[src/fwg_pkg.sv]
// Package: constants and types for the flash write guard and page lock
package fwg_pkg;
   // ==========================================================
   // Geometry
   localparam int          FWG_ADDR_W        = 14;
   localparam int          FWG_PAGE_BITS     = 9;
   localparam int          FWG_PAGE_W        = FWG_ADDR_W - FWG_PAGE_BITS;
   localparam logic [13:0] FWG_PAGE0_FIRST   = 14'h0000;
   localparam logic [13:0] FWG_PAGE0_LAST    = 14'h01FF;
   localparam logic [13:0] FWG_LOCK_ADDR     = 14'h3FFF;
   // ==========================================================
   // Values after reset
   localparam logic [7:0]  FWG_LOCK_RST      = 8'hFF;
   localparam logic [7:0]  FWG_DATA_RST      = 8'h00;
   // ==========================================================
   // Sequencer states
   typedef enum logic [1:0] {
      FWG_IDLE  = 2'b00,
      FWG_BOOT  = 2'b01,
      FWG_WAIT  = 2'b10,
      FWG_RUN   = 2'b11
   } fwg_state_e;
endpackage

[src/fwg_lock_decode.sv]
// Lock decoder: tells whether an address falls in a locked page
module fwg_lock_decode
   import fwg_pkg::*;
(
   // Lock setting and address
   input  wire logic [7:0]            lock_byte_in,
   input  wire logic [FWG_ADDR_W-1:0] addr_in,
   // Result
   output logic                       locked_out
);
   logic [7:0]            count_w;
   logic [FWG_PAGE_W-1:0] page_w;
   logic [FWG_PAGE_W-1:0] lock_page_w;
   assign count_w     = ~lock_byte_in;
   assign page_w      = addr_in[FWG_ADDR_W-1:FWG_PAGE_BITS];
   assign lock_page_w = FWG_LOCK_ADDR[FWG_ADDR_W-1:FWG_PAGE_BITS];
   // Pages 0..n-1 locked; lock byte page locked whenever n is nonzero
   assign locked_out  = ({3'h0, page_w} < count_w) ||
                        ((page_w == lock_page_w) && (count_w != 8'h00));
endmodule

[src/fwg_access_gate.sv]
// Access gate: qualifies a single flash request against enables and lock
module fwg_access_gate (
   // Request qualifiers
   input  wire logic is_write_in,
   input  wire logic is_erase_in,
   input  wire logic write_en_in,
   input  wire logic erase_en_in,
   input  wire logic protected_in,
   input  wire logic page_locked_in,
   // Result
   output logic      allow_out
);
   logic lock_ok_w;
   assign lock_ok_w = protected_in || !page_locked_in;
   assign allow_out = lock_ok_w &&
                      (!is_write_in || write_en_in) &&
                      (!is_erase_in || (write_en_in && erase_en_in));
endmodule

[src/fwg_top.sv]
// Top: flash write guard and page lock between core, debug port and flash
module fwg_top
   import fwg_pkg::*;
(
   // Clock and reset
   input  wire logic                  ref_clk_in,
   input  wire logic                  reset_in,
   // Program store control bits
   input  wire logic                  flash_write_enable_in,
   input  wire logic                  flash_erase_enable_in,
   // Core external move instruction
   input  wire logic                  ext_req_in,
   input  wire logic                  ext_wr_in,
   input  wire logic                  ext_prot_in,
   input  wire logic [FWG_ADDR_W-1:0] ext_addr_in,
   input  wire logic [7:0]            ext_wdata_in,
   // Core code move instruction
   input  wire logic                  code_rd_in,
   input  wire logic                  code_prot_in,
   input  wire logic [FWG_ADDR_W-1:0] code_addr_in,
   // Debug two wire port requests
   input  wire logic                  dbg_req_in,
   input  wire logic [1:0]            dbg_op_in,
   input  wire logic [FWG_ADDR_W-1:0] dbg_addr_in,
   input  wire logic [7:0]            dbg_wdata_in,
   // Flash array interface
   input  wire logic [7:0]            flash_rdata_in,
   output logic                       flash_rd_out,
   output logic                       flash_wr_out,
   output logic                       flash_erase_out,
   output logic [FWG_ADDR_W-1:0]      flash_addr_out,
   output logic [7:0]                 flash_wdata_out,
   // External data RAM interface
   output logic                       external_data_ram_rd_out,
   output logic                       external_data_ram_wr_out,
   output logic [FWG_ADDR_W-1:0]      external_data_ram_addr_out,
   output logic [7:0]                 external_data_ram_wdata_out,
   // Answers
   output logic [7:0]                 code_rdata_out,
   output logic                       code_valid_out,
   output logic [7:0]                 dbg_rdata_out,
   output logic                       dbg_valid_out,
   output logic                       denied_out,
   output logic                       lock_ready_out
);
   import fwg_pkg::*;

   // ==========================================================
   // Debug operation codes
   localparam logic [1:0] DBG_READ  = 2'h0;
   localparam logic [1:0] DBG_WRITE = 2'h1;
   localparam logic [1:0] DBG_ERASE = 2'h2;

   // ==========================================================
   // Lock byte load sequencer
   // Lock byte is fetched once after reset; until then every page counts as locked.
   fwg_state_e      state_q, state_d;
   logic [7:0]      lock_q, lock_d;
   logic            lock_rdy_q, lock_rdy_d;

   // ==========================================================
   // Registered outputs
   logic            f_rd_q, f_rd_d;
   logic            f_wr_q, f_wr_d;
   logic            f_er_q, f_er_d;
   logic [FWG_ADDR_W-1:0] f_addr_q, f_addr_d;
   logic [7:0]      f_wdat_q, f_wdat_d;
   logic            x_rd_q, x_rd_d;
   logic            x_wr_q, x_wr_d;
   logic [FWG_ADDR_W-1:0] x_addr_q, x_addr_d;
   logic [7:0]      x_wdat_q, x_wdat_d;
   logic [7:0]      c_dat_q, c_dat_d;
   logic            c_val_q, c_val_d;
   logic [7:0]      d_dat_q, d_dat_d;
   logic            d_val_q, d_val_d;
   logic            den_q, den_d;
   // Pending read answers: flash data is taken while the read strobe is out, answer valid next cycle
   logic            c_pend_q, c_pend_d;
   logic            d_pend_q, d_pend_d;

   // ==========================================================
   // Decode and gating
   logic            ext_lock_w, code_lock_w, dbg_lock_w;
   logic            ext_allow_w, code_allow_w, dbg_allow_w;
   logic [7:0]      eff_lock_w;
   logic            dbg_wr_w, dbg_er_w, ext_er_w;

   // Unknown lock until loaded: treat as fully locked
   assign eff_lock_w = lock_rdy_q ? lock_q : 8'h00;
   // Erase by software: external write aimed at the erase path when erase enable set
   assign ext_er_w   = flash_erase_enable_in;
   assign dbg_wr_w   = (dbg_op_in == DBG_WRITE);
   assign dbg_er_w   = (dbg_op_in == DBG_ERASE);

   fwg_lock_decode u_ext_dec (
      .lock_byte_in (eff_lock_w),
      .addr_in      (ext_addr_in),
      .locked_out   (ext_lock_w)
   );
   fwg_lock_decode u_code_dec (
      .lock_byte_in (eff_lock_w),
      .addr_in      (code_addr_in),
      .locked_out   (code_lock_w)
   );
   fwg_lock_decode u_dbg_dec (
      .lock_byte_in (eff_lock_w),
      .addr_in      (dbg_addr_in),
      .locked_out   (dbg_lock_w)
   );

   fwg_access_gate u_ext_gate (
      .is_write_in    (1'b1),
      .is_erase_in    (ext_er_w),
      .write_en_in    (flash_write_enable_in),
      .erase_en_in    (flash_erase_enable_in),
      .protected_in   (ext_prot_in),
      .page_locked_in (ext_lock_w),
      .allow_out      (ext_allow_w)
   );
   fwg_access_gate u_code_gate (
      .is_write_in    (1'b0),
      .is_erase_in    (1'b0),
      .write_en_in    (1'b0),
      .erase_en_in    (1'b0),
      .protected_in   (code_prot_in),
      .page_locked_in (code_lock_w),
      .allow_out      (code_allow_w)
   );
   // Debug port is never a protected source; enables do not apply to it
   fwg_access_gate u_dbg_gate (
      .is_write_in    (1'b0),
      .is_erase_in    (1'b0),
      .write_en_in    (1'b0),
      .erase_en_in    (1'b0),
      .protected_in   (1'b0),
      .page_locked_in (dbg_lock_w),
      .allow_out      (dbg_allow_w)
   );

   // ==========================================================
   // Next state
   always_comb begin
      state_d    = state_q;
      lock_d     = lock_q;
      lock_rdy_d = lock_rdy_q;
      f_rd_d     = 1'b0;
      f_wr_d     = 1'b0;
      f_er_d     = 1'b0;
      f_addr_d   = f_addr_q;
      f_wdat_d   = f_wdat_q;
      x_rd_d     = 1'b0;
      x_wr_d     = 1'b0;
      x_addr_d   = x_addr_q;
      x_wdat_d   = x_wdat_q;
      c_dat_d    = c_dat_q;
      c_val_d    = 1'b0;
      d_dat_d    = d_dat_q;
      d_val_d    = 1'b0;
      den_d      = 1'b0;
      c_pend_d   = 1'b0;
      d_pend_d   = 1'b0;

      // Returning read data
      if (c_pend_q) begin
         c_dat_d = flash_rdata_in;
         c_val_d = 1'b1;
      end
      if (d_pend_q) begin
         d_dat_d = flash_rdata_in;
         d_val_d = 1'b1;
      end

      case (state_q)
         FWG_IDLE: begin
            state_d = FWG_BOOT;
         end
         FWG_BOOT: begin
            f_rd_d   = 1'b1;
            f_addr_d = FWG_LOCK_ADDR;
            state_d  = FWG_WAIT;
         end
         FWG_WAIT: begin
            // Strobe registered in BOOT is out this cycle, data is valid now
            lock_d     = flash_rdata_in;
            lock_rdy_d = 1'b1;
            state_d    = FWG_RUN;
         end
         FWG_RUN: begin
            // External reads always go to RAM, never flash
            if (ext_req_in && !ext_wr_in) begin
               x_rd_d   = 1'b1;
               x_addr_d = ext_addr_in;
            end
            // One flash port: core external write first, then code read, then debug
            if (ext_req_in && ext_wr_in) begin
               if (ext_allow_w) begin
                  f_wr_d   = !flash_erase_enable_in;
                  f_er_d   = flash_erase_enable_in;
                  f_addr_d = ext_addr_in;
                  f_wdat_d = ext_wdata_in;
               end else begin
                  den_d = 1'b1;
               end
            end else if (code_rd_in) begin
               if (code_allow_w) begin
                  f_rd_d   = 1'b1;
                  f_addr_d = code_addr_in;
                  c_pend_d = 1'b1;
               end else begin
                  den_d   = 1'b1;
                  c_dat_d = FWG_DATA_RST;
                  c_val_d = 1'b1;
               end
            end else if (dbg_req_in) begin
               if (dbg_allow_w) begin
                  f_rd_d   = (dbg_op_in == DBG_READ);
                  f_wr_d   = dbg_wr_w;
                  f_er_d   = dbg_er_w;
                  f_addr_d = dbg_addr_in;
                  f_wdat_d = dbg_wdata_in;
                  d_pend_d = (dbg_op_in == DBG_READ);
               end else begin
                  den_d   = 1'b1;
                  d_dat_d = FWG_DATA_RST;
                  d_val_d = (dbg_op_in == DBG_READ);
               end
            end
            // Lock byte tracks writes to its own location
            if (f_wr_d && (f_addr_d == FWG_LOCK_ADDR)) begin
               lock_d = lock_q & f_wdat_d;
            end
            if (f_er_d && (f_addr_d[FWG_ADDR_W-1:FWG_PAGE_BITS] ==
                           FWG_LOCK_ADDR[FWG_ADDR_W-1:FWG_PAGE_BITS])) begin
               lock_d = FWG_LOCK_RST;
            end
         end
         default: begin
            state_d = FWG_IDLE;
         end
      endcase
   end

   // ==========================================================
   // Registers
   always_ff @(posedge ref_clk_in or posedge reset_in) begin
      if (reset_in) begin
         state_q    <= FWG_IDLE;
         lock_q     <= FWG_LOCK_RST;
         lock_rdy_q <= 1'b0;
         f_rd_q     <= 1'b0;
         f_wr_q     <= 1'b0;
         f_er_q     <= 1'b0;
         f_addr_q   <= FWG_PAGE0_FIRST;
         f_wdat_q   <= FWG_DATA_RST;
         x_rd_q     <= 1'b0;
         x_wr_q     <= 1'b0;
         x_addr_q   <= FWG_PAGE0_FIRST;
         x_wdat_q   <= FWG_DATA_RST;
         c_dat_q    <= FWG_DATA_RST;
         c_val_q    <= 1'b0;
         d_dat_q    <= FWG_DATA_RST;
         d_val_q    <= 1'b0;
         den_q      <= 1'b0;
         c_pend_q   <= 1'b0;
         d_pend_q   <= 1'b0;
      end else begin
         state_q    <= state_d;
         lock_q     <= lock_d;
         lock_rdy_q <= lock_rdy_d;
         f_rd_q     <= f_rd_d;
         f_wr_q     <= f_wr_d;
         f_er_q     <= f_er_d;
         f_addr_q   <= f_addr_d;
         f_wdat_q   <= f_wdat_d;
         x_rd_q     <= x_rd_d;
         x_wr_q     <= x_wr_d;
         x_addr_q   <= x_addr_d;
         x_wdat_q   <= x_wdat_d;
         c_dat_q    <= c_dat_d;
         c_val_q    <= c_val_d;
         d_dat_q    <= d_dat_d;
         d_val_q    <= d_val_d;
         den_q      <= den_d;
         c_pend_q   <= c_pend_d;
         d_pend_q   <= d_pend_d;
      end
   end

   assign flash_rd_out    = f_rd_q;
   assign flash_wr_out    = f_wr_q;
   assign flash_erase_out = f_er_q;
   assign flash_addr_out  = f_addr_q;
   assign flash_wdata_out = f_wdat_q;
   assign external_data_ram_rd_out     = x_rd_q;
   assign external_data_ram_wr_out     = x_wr_q;
   assign external_data_ram_addr_out   = x_addr_q;
   assign external_data_ram_wdata_out  = x_wdat_q;
   assign code_rdata_out  = c_dat_q;
   assign code_valid_out  = c_val_q;
   assign dbg_rdata_out   = d_dat_q;
   assign dbg_valid_out   = d_val_q;
   assign denied_out      = den_q;
   assign lock_ready_out  = lock_rdy_q;
endmodule

[config.mk]
export PLATFORM = sky130hd
export DESIGN_NAME = fwg_top
export DESIGN_NICKNAME = d
export VERILOG_FILES = /design/src/fwg_pkg.sv /design/src/fwg_lock_decode.sv /design/src/fwg_access_gate.sv /design/src/fwg_top.sv
export SDC_FILE = /design/constraint.sdc
export NUM_CORES = 1
export LEC_CHECK = 0
export ABC_AREA = 1
export BUFFER_PORTS_ARGS = -buffer_cell sky130_fd_sc_hd__buf_4
export CORE_MARGIN = 2
export CORE_UTILIZATION = 34
export DETAILED_ROUTE_END_ITERATION = 6
export SYNTH_ARGS = -nofsm -noshare
export SYNTH_HDL_FRONTEND = slang
export SYNTH_HIERARCHICAL = 1
export SYNTH_SLANG_ARGS = --single-unit
[constraint.sdc]
create_clock -name ref_clk_in -period 7.31 [get_ports ref_clk_in]
set_input_delay 1.462 -clock ref_clk_in [delete_from_list [all_inputs] [get_ports ref_clk_in]]
set_output_delay 1.462 -clock ref_clk_in [all_outputs]
set_load 0.01 [all_outputs]
==> results of run 1 <==
[stage by stage]
stage               hold WS, ps  cell area, um^2  setup WS (ps)
finish                    468.5             6344           3392
detailed placement        459.4             6035           3085
global placement          456.0             6035           3085
floorplan                 454.4             4966           3670
CTS                       473.3             6344           3429
global route              490.7             6344           3113
[worst max-delay path: cells and delay by family]
kind            cells  cell delay (ps)
buf+inv             3              370
simple gates       19             1880
fa+ha+maj           1              280
compound gates      1              180
[cells by family after synthesis]
family	Yosys count	share of synthesized area
fa+ha+maj	17	0.04346
compound gates	75	0.08921
other cells	2	0.001534
simple gates	445	0.3891
flops	72	0.3701
buf+inv	114	0.1066
[report_power, final]
part	switching (mW)	internal (mW)	total (mW)	leakage [nW]
clock	0.176	0.284	0.459	0.153
combinational	0.217	0.157	0.374	2.48
sequential	0.0394	0.451	0.490	0.874
total	0.432	0.891	1.32	3.50
[state kept, by name, indices dropped and copies added (netlist names)]
name and cells:
flash_erase_out 1, d_pend_q 1, state_q 2, code_rdata_out 8
flash_wdata_out 8, dbg_rdata_out 8, flash_rd_out 1, flash_wr_out 1
lock_ready_out 1, c_pend_q 1, external_data_ram_rd_out 1, lock_q 8
code_valid_out 1, dbg_valid_out 1, flash_addr_out 14, denied_out 1
external_data_ram_addr_out 14
[worst paths after layout]
kind | start | endpoint
min in group asynchronous | reset_in | flash_wr_out$_DFF_PP0_
max in group asynchronous | reset_in | flash_addr_out[9]$_DFFE_PP0P_
max | dbg_addr_in[12] | lock_q[4]$_DFFE_PP1P_
min reg2reg | external_data_ram_addr_out[8]$_DFFE_PP0P_ | external_data_ram_addr_out[8]$_DFFE_PP0P_
max reg2reg | lock_ready_out$_DFFE_PP0P_ | lock_q[4]$_DFFE_PP1P_
min | external_data_ram_addr_out[8]$_DFFE_PP0P_ | external_data_ram_addr_out[8]$_DFFE_PP0P_
[routing by layer]
layer | global-route usage | share of wire
met1 | 0.2823 | 0.47
met2 | 0.3396 | 0.45
met3 | 0.04945 | 0.071
met4 | 0.05126 | 0.011
met5 | 0 | 0
[placed cells by master (no fill, tap or decap), types with 3 or more instances in the layout]
master	synthesis	routed
o211ai_1	10	10
nand2_1	299	299
inv_2	3	4
nand3_1	74	74
conb_1	2	21
o21ai_1	5	5
ha_1	17	17
clkbuf_16	0	9
nand2_4	5	5
nand4_1	12	12
a22oi_1	13	13
dfrtp_1	64	64
o21ai_0	19	19
inv_1	70	69
nor2_1	35	34
dfstp_2	8	8
a21oi_1	27	27
nor2_2	8	9
nand2_2	3	3
buf_4	14	144
nor3_1	3	3
[layout make-up]
| class | count | area [um^2] |
|---|---|---|
| clock buffer | 12 | 256.5 |
| inverter | 75 | 281.5 |
| multi-input combinational | 558 | 2635 |
| fill | 1466 | 7645 |
| tap | 180 | 225.2 |
| sequential | 72 | 1812 |
| clock inverter | 4 | 52.55 |
| timing repair buffer | 144 | 1081 |
==> impl_metrics.csv, run 1 <==
group,metric,value,unit
outcome,outcome,"finished clean",
clock_tree,path_clk_slew,60,ps
job,maxCapViolCount,0,
sta,tns,0,ps
layout,area_growth,29.60,%
clock_tree,clockRootBuffer,"clkbuf_16",
logic_synthesis,syn_avg_cell_area,6.751,um^2
route,remaining_drc_errors,0,
setup_path,cp.required,7590,ps
clock_tree,cts_sinks,72,
setup_path,cp_slowest_stage_delay,460,ps
route,vias_per_cell,4.831,
clock_tree,cts_setup_buffers,0,
die,fp-row-count,43,
logic_synthesis,synth_area,4895,um^2
global_routing,grt_max_degree,73,
sta,slew_violations,0,
logic_synthesis,ys_types,31,
logic_synthesis,synth.most_common_cell,"nand2_1",
worst_hold_path,hp-class,"reg2reg",
die,fp.dieW,124.0,um
setup_path,path_cells,"buf_4 -> ha_1 -> nand2_1 -> inv_1 -> nand2_1 -> nand2_1 -> nand2_1 -> nand2_1 -> nand2_1 -> nand2_4 -> nand2_1 -> nor2_1 -> buf_4 -> nand2_8 -> nor2_2 -> a21oi_1 -> nor2_1 -> nand2_1 -> nor2_2 -> nand3_2 -> nand2_4 -> nand2_4 -> nand2_1 -> nand2_1",
place,port_buffers,137,
route,dr.pass1.iters,4,
clock_tree,hold_buffers,0,
setup_path,arrival,4200,ps
sta,finalCriticalPeriod,3918,ps
die,dieArea,15370,um^2
route,vias,5048,
logic_synthesis,synth_seq_cells,72,
sta,skew,8.720,ps
logic_synthesis,synth_top_area_frac,0.3272,
logic_synthesis,postSynthCellCount,725,
sta,finalHoldViolCount,0,
logic_synthesis,synthArstFlopShare,1.000,
route,ant_nets,0,
layout,drive_above_1_share,0.2254,
sta,period_share,0.5360,
power,power_density,208.6,nW/um^2
die,dieHeight,124.0,um
route,drtIter0Drc,384,
route,wl_per_cell,15.11,um
setup_path,crit_path_frequent_cell,"nand2_1",
layout,nets,955,
worst_hold_path,holdPathStages,2,
setup_path,endpoint_kind,"flip-flop",
die,core_region_area,13990,um^2
place,gp_congestion,0.8619,
global_routing,grt_usage,0.2092,
setup_path,start_kind,"input pin",
place,placed_cells,1029,
logic_synthesis,synth_edf_count,0,
sta,finalSetupViolCount,0,
layout,utilization,0.4535,
global_routing,grt_pass1_wl,24.67,mm
die,initial_core_util,0.3499,
global_routing,grt_pass1_vias,4782,
power,peakVddDrop,104.1,uV
sta,rsz0062_at_grt,"false",
layout,layoutNonFillerInstCount,1045,
layout,diodes,0,
setup_path,worst_path_max_delay_cell,"nor2_2",
sta,fmax,255.2,MHz
logic_synthesis,ys.flop_type,"dfrtp_1",
clock_tree,clock_latency,350,ps
logic_synthesis,synth.top_cells.by_count,"299 x nand2_1, 74 x nand3_1, 70 x inv_1",
logic_synthesis,netlist_top_cells_area,"dfrtp_1 33%, nand2_1 23%, nand3_1 7.6%",
global_routing,grt_overflow,0,
die,ios,147,
sta,worst_pin_slew,1116,ps
clock_tree,cts_tree,"done",
setup_path,rrSetupSlack,3830,ps
logic_synthesis,synth_top_area_cell,"dfrtp_1",
clock_tree,cts_resized,0,
sta,slew_headroom,0.2531,
logic_synthesis,yosysWarnings,6,
power,leakagePower,3.504,nW
power,finalPower,1.324,mW
setup_path,path_class,"in2reg",
clock_tree,numCtsBuffers,9,
setup_path,path_max_fanout,19,
global_routing,antenna_found_initial,0,
setup_path,rr_worst_depth,25,
place,post-dp-hpwl,11.49,mm
clock_tree,cts_buffer_depth,2,
route,wl,15.79,mm
logic_synthesis,seq_area_frac_synth,0.3701,
clock_tree,htree_levels,3,
(Power assumes the default switching activity.)
==> inputs of run 2 (changes only) <==
Clock period 7.31 ns to 3.25 ns, I/O delays scaled along.
==> impl_metrics.csv, run 2 (synthesized netlist as in run 1, its figures left out) <==
group,metric,value,unit
global_routing,grt_pass1_vias,4756,
setup_path,rrSetupSlack,150,ps
setup_path,path_class,"reg2reg",
setup_path,path_max_fanout,18,
clock_tree,cts_tree,"done",
clock_tree,clock_latency,350,ps
sta,worst_pin_slew,666.7,ps
clock_tree,cts_sinks,72,
global_routing,grt_pass1_wl,25.13,mm
route,wl_per_cell,15.45,um
setup_path,start_kind,"flip-flop",
route,vias_per_cell,4.857,
place,port_buffers,137,
power,peakVddDrop,235.0,uV
power,power_switching,1.047,mW
place,placed_area,6192,um^2
layout,layoutNonFillerInstCount,1070,
power,intPower,2.103,mW
setup_path,cp.required,3530,ps
place,placed_cells,1045,
place,gp_congestion,0.8380,
route,dr.pass1.iters,7,
die,dieArea,15370,um^2
sta,period_share,0.9534,
job,maxCapViolCount,0,
power,leakagePower,3.661,nW
sta,finalCriticalPeriod,3098,ps
clock_tree,path_clk_slew,60,ps
setup_path,arrival,3380,ps
power,combPwrFrac,0.298,
global_routing,grt_overflow,0,
route,ant_nets,0,
power,swShare,0.3323,
clock_tree,hold_buffers,0,
die,dieHeight,124.0,um
global_routing,antenna_found_initial,0,
die,core_region_area,13990,um^2
route,wl,16.53,mm
layout,area_growth,38.50,%
route,remaining_drc_errors,0,
power,power_density,464.7,nW/um^2
layout,nets,980,
sta,rsz0062_at_grt,"true",
die,initial_core_util,0.3499,
layout,fin_area,6779,um^2
worst_hold_path,hp-class,"in2async",
setup_path,endpoint_kind,"flip-flop",
global_routing,grt_usage,0.2134,
sta,fmax,322.7,MHz
outcome,outcome,"finished clean",
clock_tree,htree_levels,3,
layout,drive_above_1_share,0.2888,
layout,utilization,0.4846,
global_routing,grt_max_degree,45,
setup_path,worstReg2RegStart,"lock_ready_out$_DFFE_PP0P_",
power,pwr-share-clk,0.351,
route,vias,5197,
clock_tree,clockRootBuffer,"clkbuf_16",
layout,diodes,0,
sta,finalSetupViolCount,0,
die,fp.dieW,124.0,um
die,fp-row-count,43,
clock_tree,numCtsBuffers,9,
die,ios,147,
setup_path,rr_worst_depth,22,
clock_tree,cts_buffer_depth,2,
layout,final_cell_mix,"282 x nand2_1, 160 x buf_4, 74 x nand3_1, 63 x inv_1, 63 x dfrtp_1",
power,seqPwrFrac,0.351,
route,drtIter0Drc,474,
sta,slew_violations,0,
sta,skew,6.059,ps
setup_path,rr_endpoint,"lock_q[4]$_DFFE_PP1P_",
layout,final_common_cell,"nand2_1",
sta,slew_headroom,0.5549,
sta,finalHoldViolCount,0,
place,post-dp-hpwl,11.73,mm
run 2: cell types whose count changed in the layout (fill, tap and decap cells not counted), sizes merged:
cell and delta:
buf +22, bufinv +1, clkbuf -3, clkinv -2, clkinvlp +2, inv +2
nand2 +3
run 2: power by group through the flow:
stage                     registers, mW  logic, mW  clock network [mW]
after floorplan                    1.14      0.457                   0
after global placement             1.12      0.865                   0
after detailed placement           1.12      0.871                   0
after CTS                          1.10      0.877                1.12
after global routing               1.12       1.05                1.17
final                              1.11      0.939                1.10
run 2: worst max path at each step:
stage,startpoint,to,slack (ps),depth (start not counted)
after global routing,lock_ready_out$_DFFE_PP0P_,lock_q[4]$_DFFE_PP1P_,-90,23
after CTS,lock_q[1]$_DFFE_PP1P_,lock_q[6]$_DFFE_PP1P_,30,28
final,lock_ready_out$_DFFE_PP0P_,lock_q[4]$_DFFE_PP1P_,150,22
after detailed placement,dbg_addr_in[12],lock_q[6]$_DFFE_PP1P_,-150,25
after global placement,dbg_addr_in[12],lock_q[1]$_DFFE_PP1P_,-30,25
after floorplan,lock_ready_out$_DFFE_PP0P_,lock_q[0]$_DFFE_PP1P_,310,27
run 2: area by class of cell:
| type | count | area [um^2] |
|---|---|---|
| clock buffers | 9 | 225.2 |
| clock inverters | 7 | 101.3 |
| fillers | 1452 | 7209 |
| inverters | 75 | 291.5 |
| multi-input cells | 561 | 2819 |
| flip-flops and latches | 72 | 1813 |
| well taps | 180 | 225.2 |
| repair buffers | 166 | 1304 |
run 2: worst max-delay path: stages (launching register included):
cell and delay, ps:
dfrtp_2 460, nand2_2 110, clkinv_4 100, ha_1 320, a21oi_1 170, nand2_1 80, nand2_1 60, nand2_1 50
nand2_1 100, nand2_4 70, nand2_1 110, nor2_4 60, buf_12 160, o211ai_1 210, o21ai_2 120, nor2_4 170
inv_1 70, nor2_2 110, nand3_2 120, nand2_4 140, nand2_8 90, nand2_2 90, nand2_2 50
run 2: stage by stage:
| stage | power (mW) | setup slack [ps] | hold WS, ps | setup TNS [ps] |
|---|---|---|---|---|
| CTS | 3.100 | 33.84 | 431.3 | 0 |
| floorplan | 1.598 | 307.1 | 454.4 | 0 |
| global route | 3.335 | -85.30 | 466.4 | -582.9 |
| finish | 3.150 | 151.6 | 404.6 | 0 |
| global placement | 1.982 | -31.67 | 455.5 | -239.3 |
| detailed placement | 1.987 | -152.1 | 460.5 | -1171 |
run 2: layer usage:
metal | up-vias | part of all wire | global-route usage
met5 | - | 0 | 0
met4 | 0 | 0.0088 | 0.04635
met3 | 14 | 0.073 | 0.04441
met2 | 208 | 0.47 | 0.3458
met1 | 2375 | 0.45 | 0.2946
li1 | 2600 | - | -
run 2: timing repair:
action / 4_1_cts / 5_1_grt
endpoints found under the setup margin: 8 / 8
gates resized for setup: 3 / 52
pin swaps: 0 / 20
buffers inserted: 0 / 5
gates cloned: 0 / 4
==> inputs of run 3 (changes only) <==
--- a/config.mk
+++ b/config.mk
@@ -12,2 +12,3 @@
 export DETAILED_ROUTE_END_ITERATION = 6
+export GPL_ROUTABILITY_DRIVEN = 1
 export SYNTH_ARGS = -nofsm -noshare
--- a/constraint.sdc
+++ b/constraint.sdc
@@ -3,2 +3,2 @@
 set_output_delay 0.65 -clock ref_clk_in [all_outputs]
-set_load 0.01 [all_outputs]
+set_load 0.1 [all_outputs]
==> impl_metrics.csv, run 3 (synthesized netlist as in run 1, its figures left out) <==
group,metric,value,unit
outcome,outcome,"finished clean",
sta,finalCriticalPeriod,3180,ps
clock_tree,htree_levels,3,
power,leakagePower,3.827,nW
route,wl_per_cell,15.62,um
sta,rsz0062_at_grt,"true",
layout,nets,1009,
worst_hold_path,hp-class,"in2async",
global_routing,grt_pass1_wl,25.41,mm
layout,drive_above_1_share,0.3286,
global_routing,grt_usage,0.2148,
layout,fillCellCount,1437,
layout,area_growth,46.27,%
clock_tree,hold_buffers,0,
setup_path,arrival,3470,ps
global_routing,grt_max_degree,42,
clock_tree,cts_tree,"done",
sta,fmax,314.5,MHz
die,initial_core_util,0.3499,
setup_path,path_delay_family,"simple AND/OR/NAND/NOR gates",
sta,period_share,0.9785,
clock_tree,cts_buffer_depth,2,
die,ios,147,
route,dr.pass1.iters,7,
setup_path,endpoint_kind,"flip-flop",
power,finalPower,3.895,mW
global_routing,antenna_found_initial,0,
sta,whs,424.5,ps
job,maxCapViolCount,0,
route,remaining_drc_errors,0,
route,vias_per_cell,4.923,
die,fp.dieW,124.0,um
route,vias,5410,
global_routing,grt_pass1_vias,4873,
setup_path,path_class,"reg2reg",
sta,finalHoldViolCount,0,
sta,slew_headroom,0.1808,
setup_path,cp_slowest_stage_delay,480,ps
layout,diodes,0,
setup_path,worst_path_max_delay_cell,"dfrtp_2",
route,drtIter0Drc,405,
global_routing,grt_overflow,0,
setup_path,start_kind,"flip-flop",
sta,worst_pin_slew,1224,ps
place,post-dp-hpwl,12.06,mm
clock_tree,numCtsBuffers,9,
die,core_region_area,13990,um^2
route,ant_nets,0,
die,dieHeight,124.0,um
clock_tree,cts_sinks,72,
setup_path,cp_num_buf_inv,6,
sta,skew,5.683,ps
layout,final_cell_mix,"273 x nand2_1, 180 x buf_4, 72 x nand3_1, 63 x dfrtp_1, 62 x inv_1",
route,wl,17.17,mm
layout,final_common_cell,"nand2_1",
clock_tree,path_clk_slew,60,ps
power,power_density,544.0,nW/um^2
die,dieArea,15370,um^2
clock_tree,clock_latency,350,ps
setup_path,crit_path_frequent_cell,"nand2_1",
die,fp-row-count,43,
place,gp_congestion,0.8437,
power,peakVddDrop,372.3,uV
sta,finalSetupViolCount,0,
clock_tree,clockRootBuffer,"clkbuf_16",
setup_path,path_max_fanout,8,
sta,slew_violations,0,
setup_path,cp.required,3540,ps
place,port_buffers,137,
run 3: cell count changes in the layout (fill, tap and decap cells not counted), sizes merged:
cell    delta
clkinv     +1
buf       +27
bufinv     -1
inv        -1
clkbuf     +3
run 3: final cells by class:
type / count / area [um^2] / share of cell area
multi-input combinational: 561 / 2933 / 0.4096
sequential: 72 / 1813 / 0.2532
timing repair buffer: 195 / 1590 / 0.2221
inverter: 75 / 291.5 / 0.04072
clock buffer: 10 / 239.0 / 0.03338
tap: 180 / 225.2 / 0.03146
clock inverter: 6 / 67.56 / 0.009437
run 3: metrics by stage:
step | cells | area [um^2] | util | TNS [ps] | setup slack [ps]
final | 1099 | 7159 | 0.5118 | 0 | 69.93
after detailed placement | 1062 | 6309 | 0.4510 | -1905 | -242.4
after global routing | 1099 | 7159 | 0.5118 | -988.4 | -144.7
after floorplan | 744 | 4967 | - | 0 | 18.39
after global placement | 1062 | 6309 | 0.4510 | -1178 | -149.5
after CTS | 1078 | 6623 | 0.4734 | 0 | 1.374
run 3: per-layer routing:
layer / up-vias / track usage / routed length (um)
li1: 2673 / - / -
met1: 2490 / 0.2832 / 7409
met3: 20 / 0.05174 / 1431
met4: 0 / 0.04775 / 244
met2: 227 / 0.3578 / 8081
met5: - / 0 / 0
run 3: worst paths after layout:
check / cells after the start / slack, ps / startpoint / to
max: 29 / 70 / lock_ready_out$_DFFE_PP0P_ / lock_q[7]$_DFFE_PP1P_
min: 2 / 420 / reset_in / flash_erase_out$_DFF_PP0_
max reg2reg: 29 / 70 / lock_ready_out$_DFFE_PP0P_ / lock_q[7]$_DFFE_PP1P_
min reg2reg: 2 / 470 / external_data_ram_addr_out[8]$_DFFE_PP0P_ / external_data_ram_addr_out[8]$_DFFE_PP0P_
max in group asynchronous: 3 / 2080 / reset_in / lock_q[5]$_DFFE_PP1P_
min in group ref_clk_in: 2 / 470 / external_data_ram_addr_out[8]$_DFFE_PP0P_ / external_data_ram_addr_out[8]$_DFFE_PP0P_
run 3: where the power goes:
part | total (mW) | switching [mW] | internal [mW]
Combinational | 1.75 | 1.27 | 0.489
Clock | 1.04 | 0.421 | 0.618
Sequential | 1.10 | 0.0875 | 1.01
run 3: timing repair:
action,CTS,global route
setup buffers,0,16
gates resized for setup,2,85
pin swaps,0,45
setup endpoints to repair,8,8
cloned,0,5
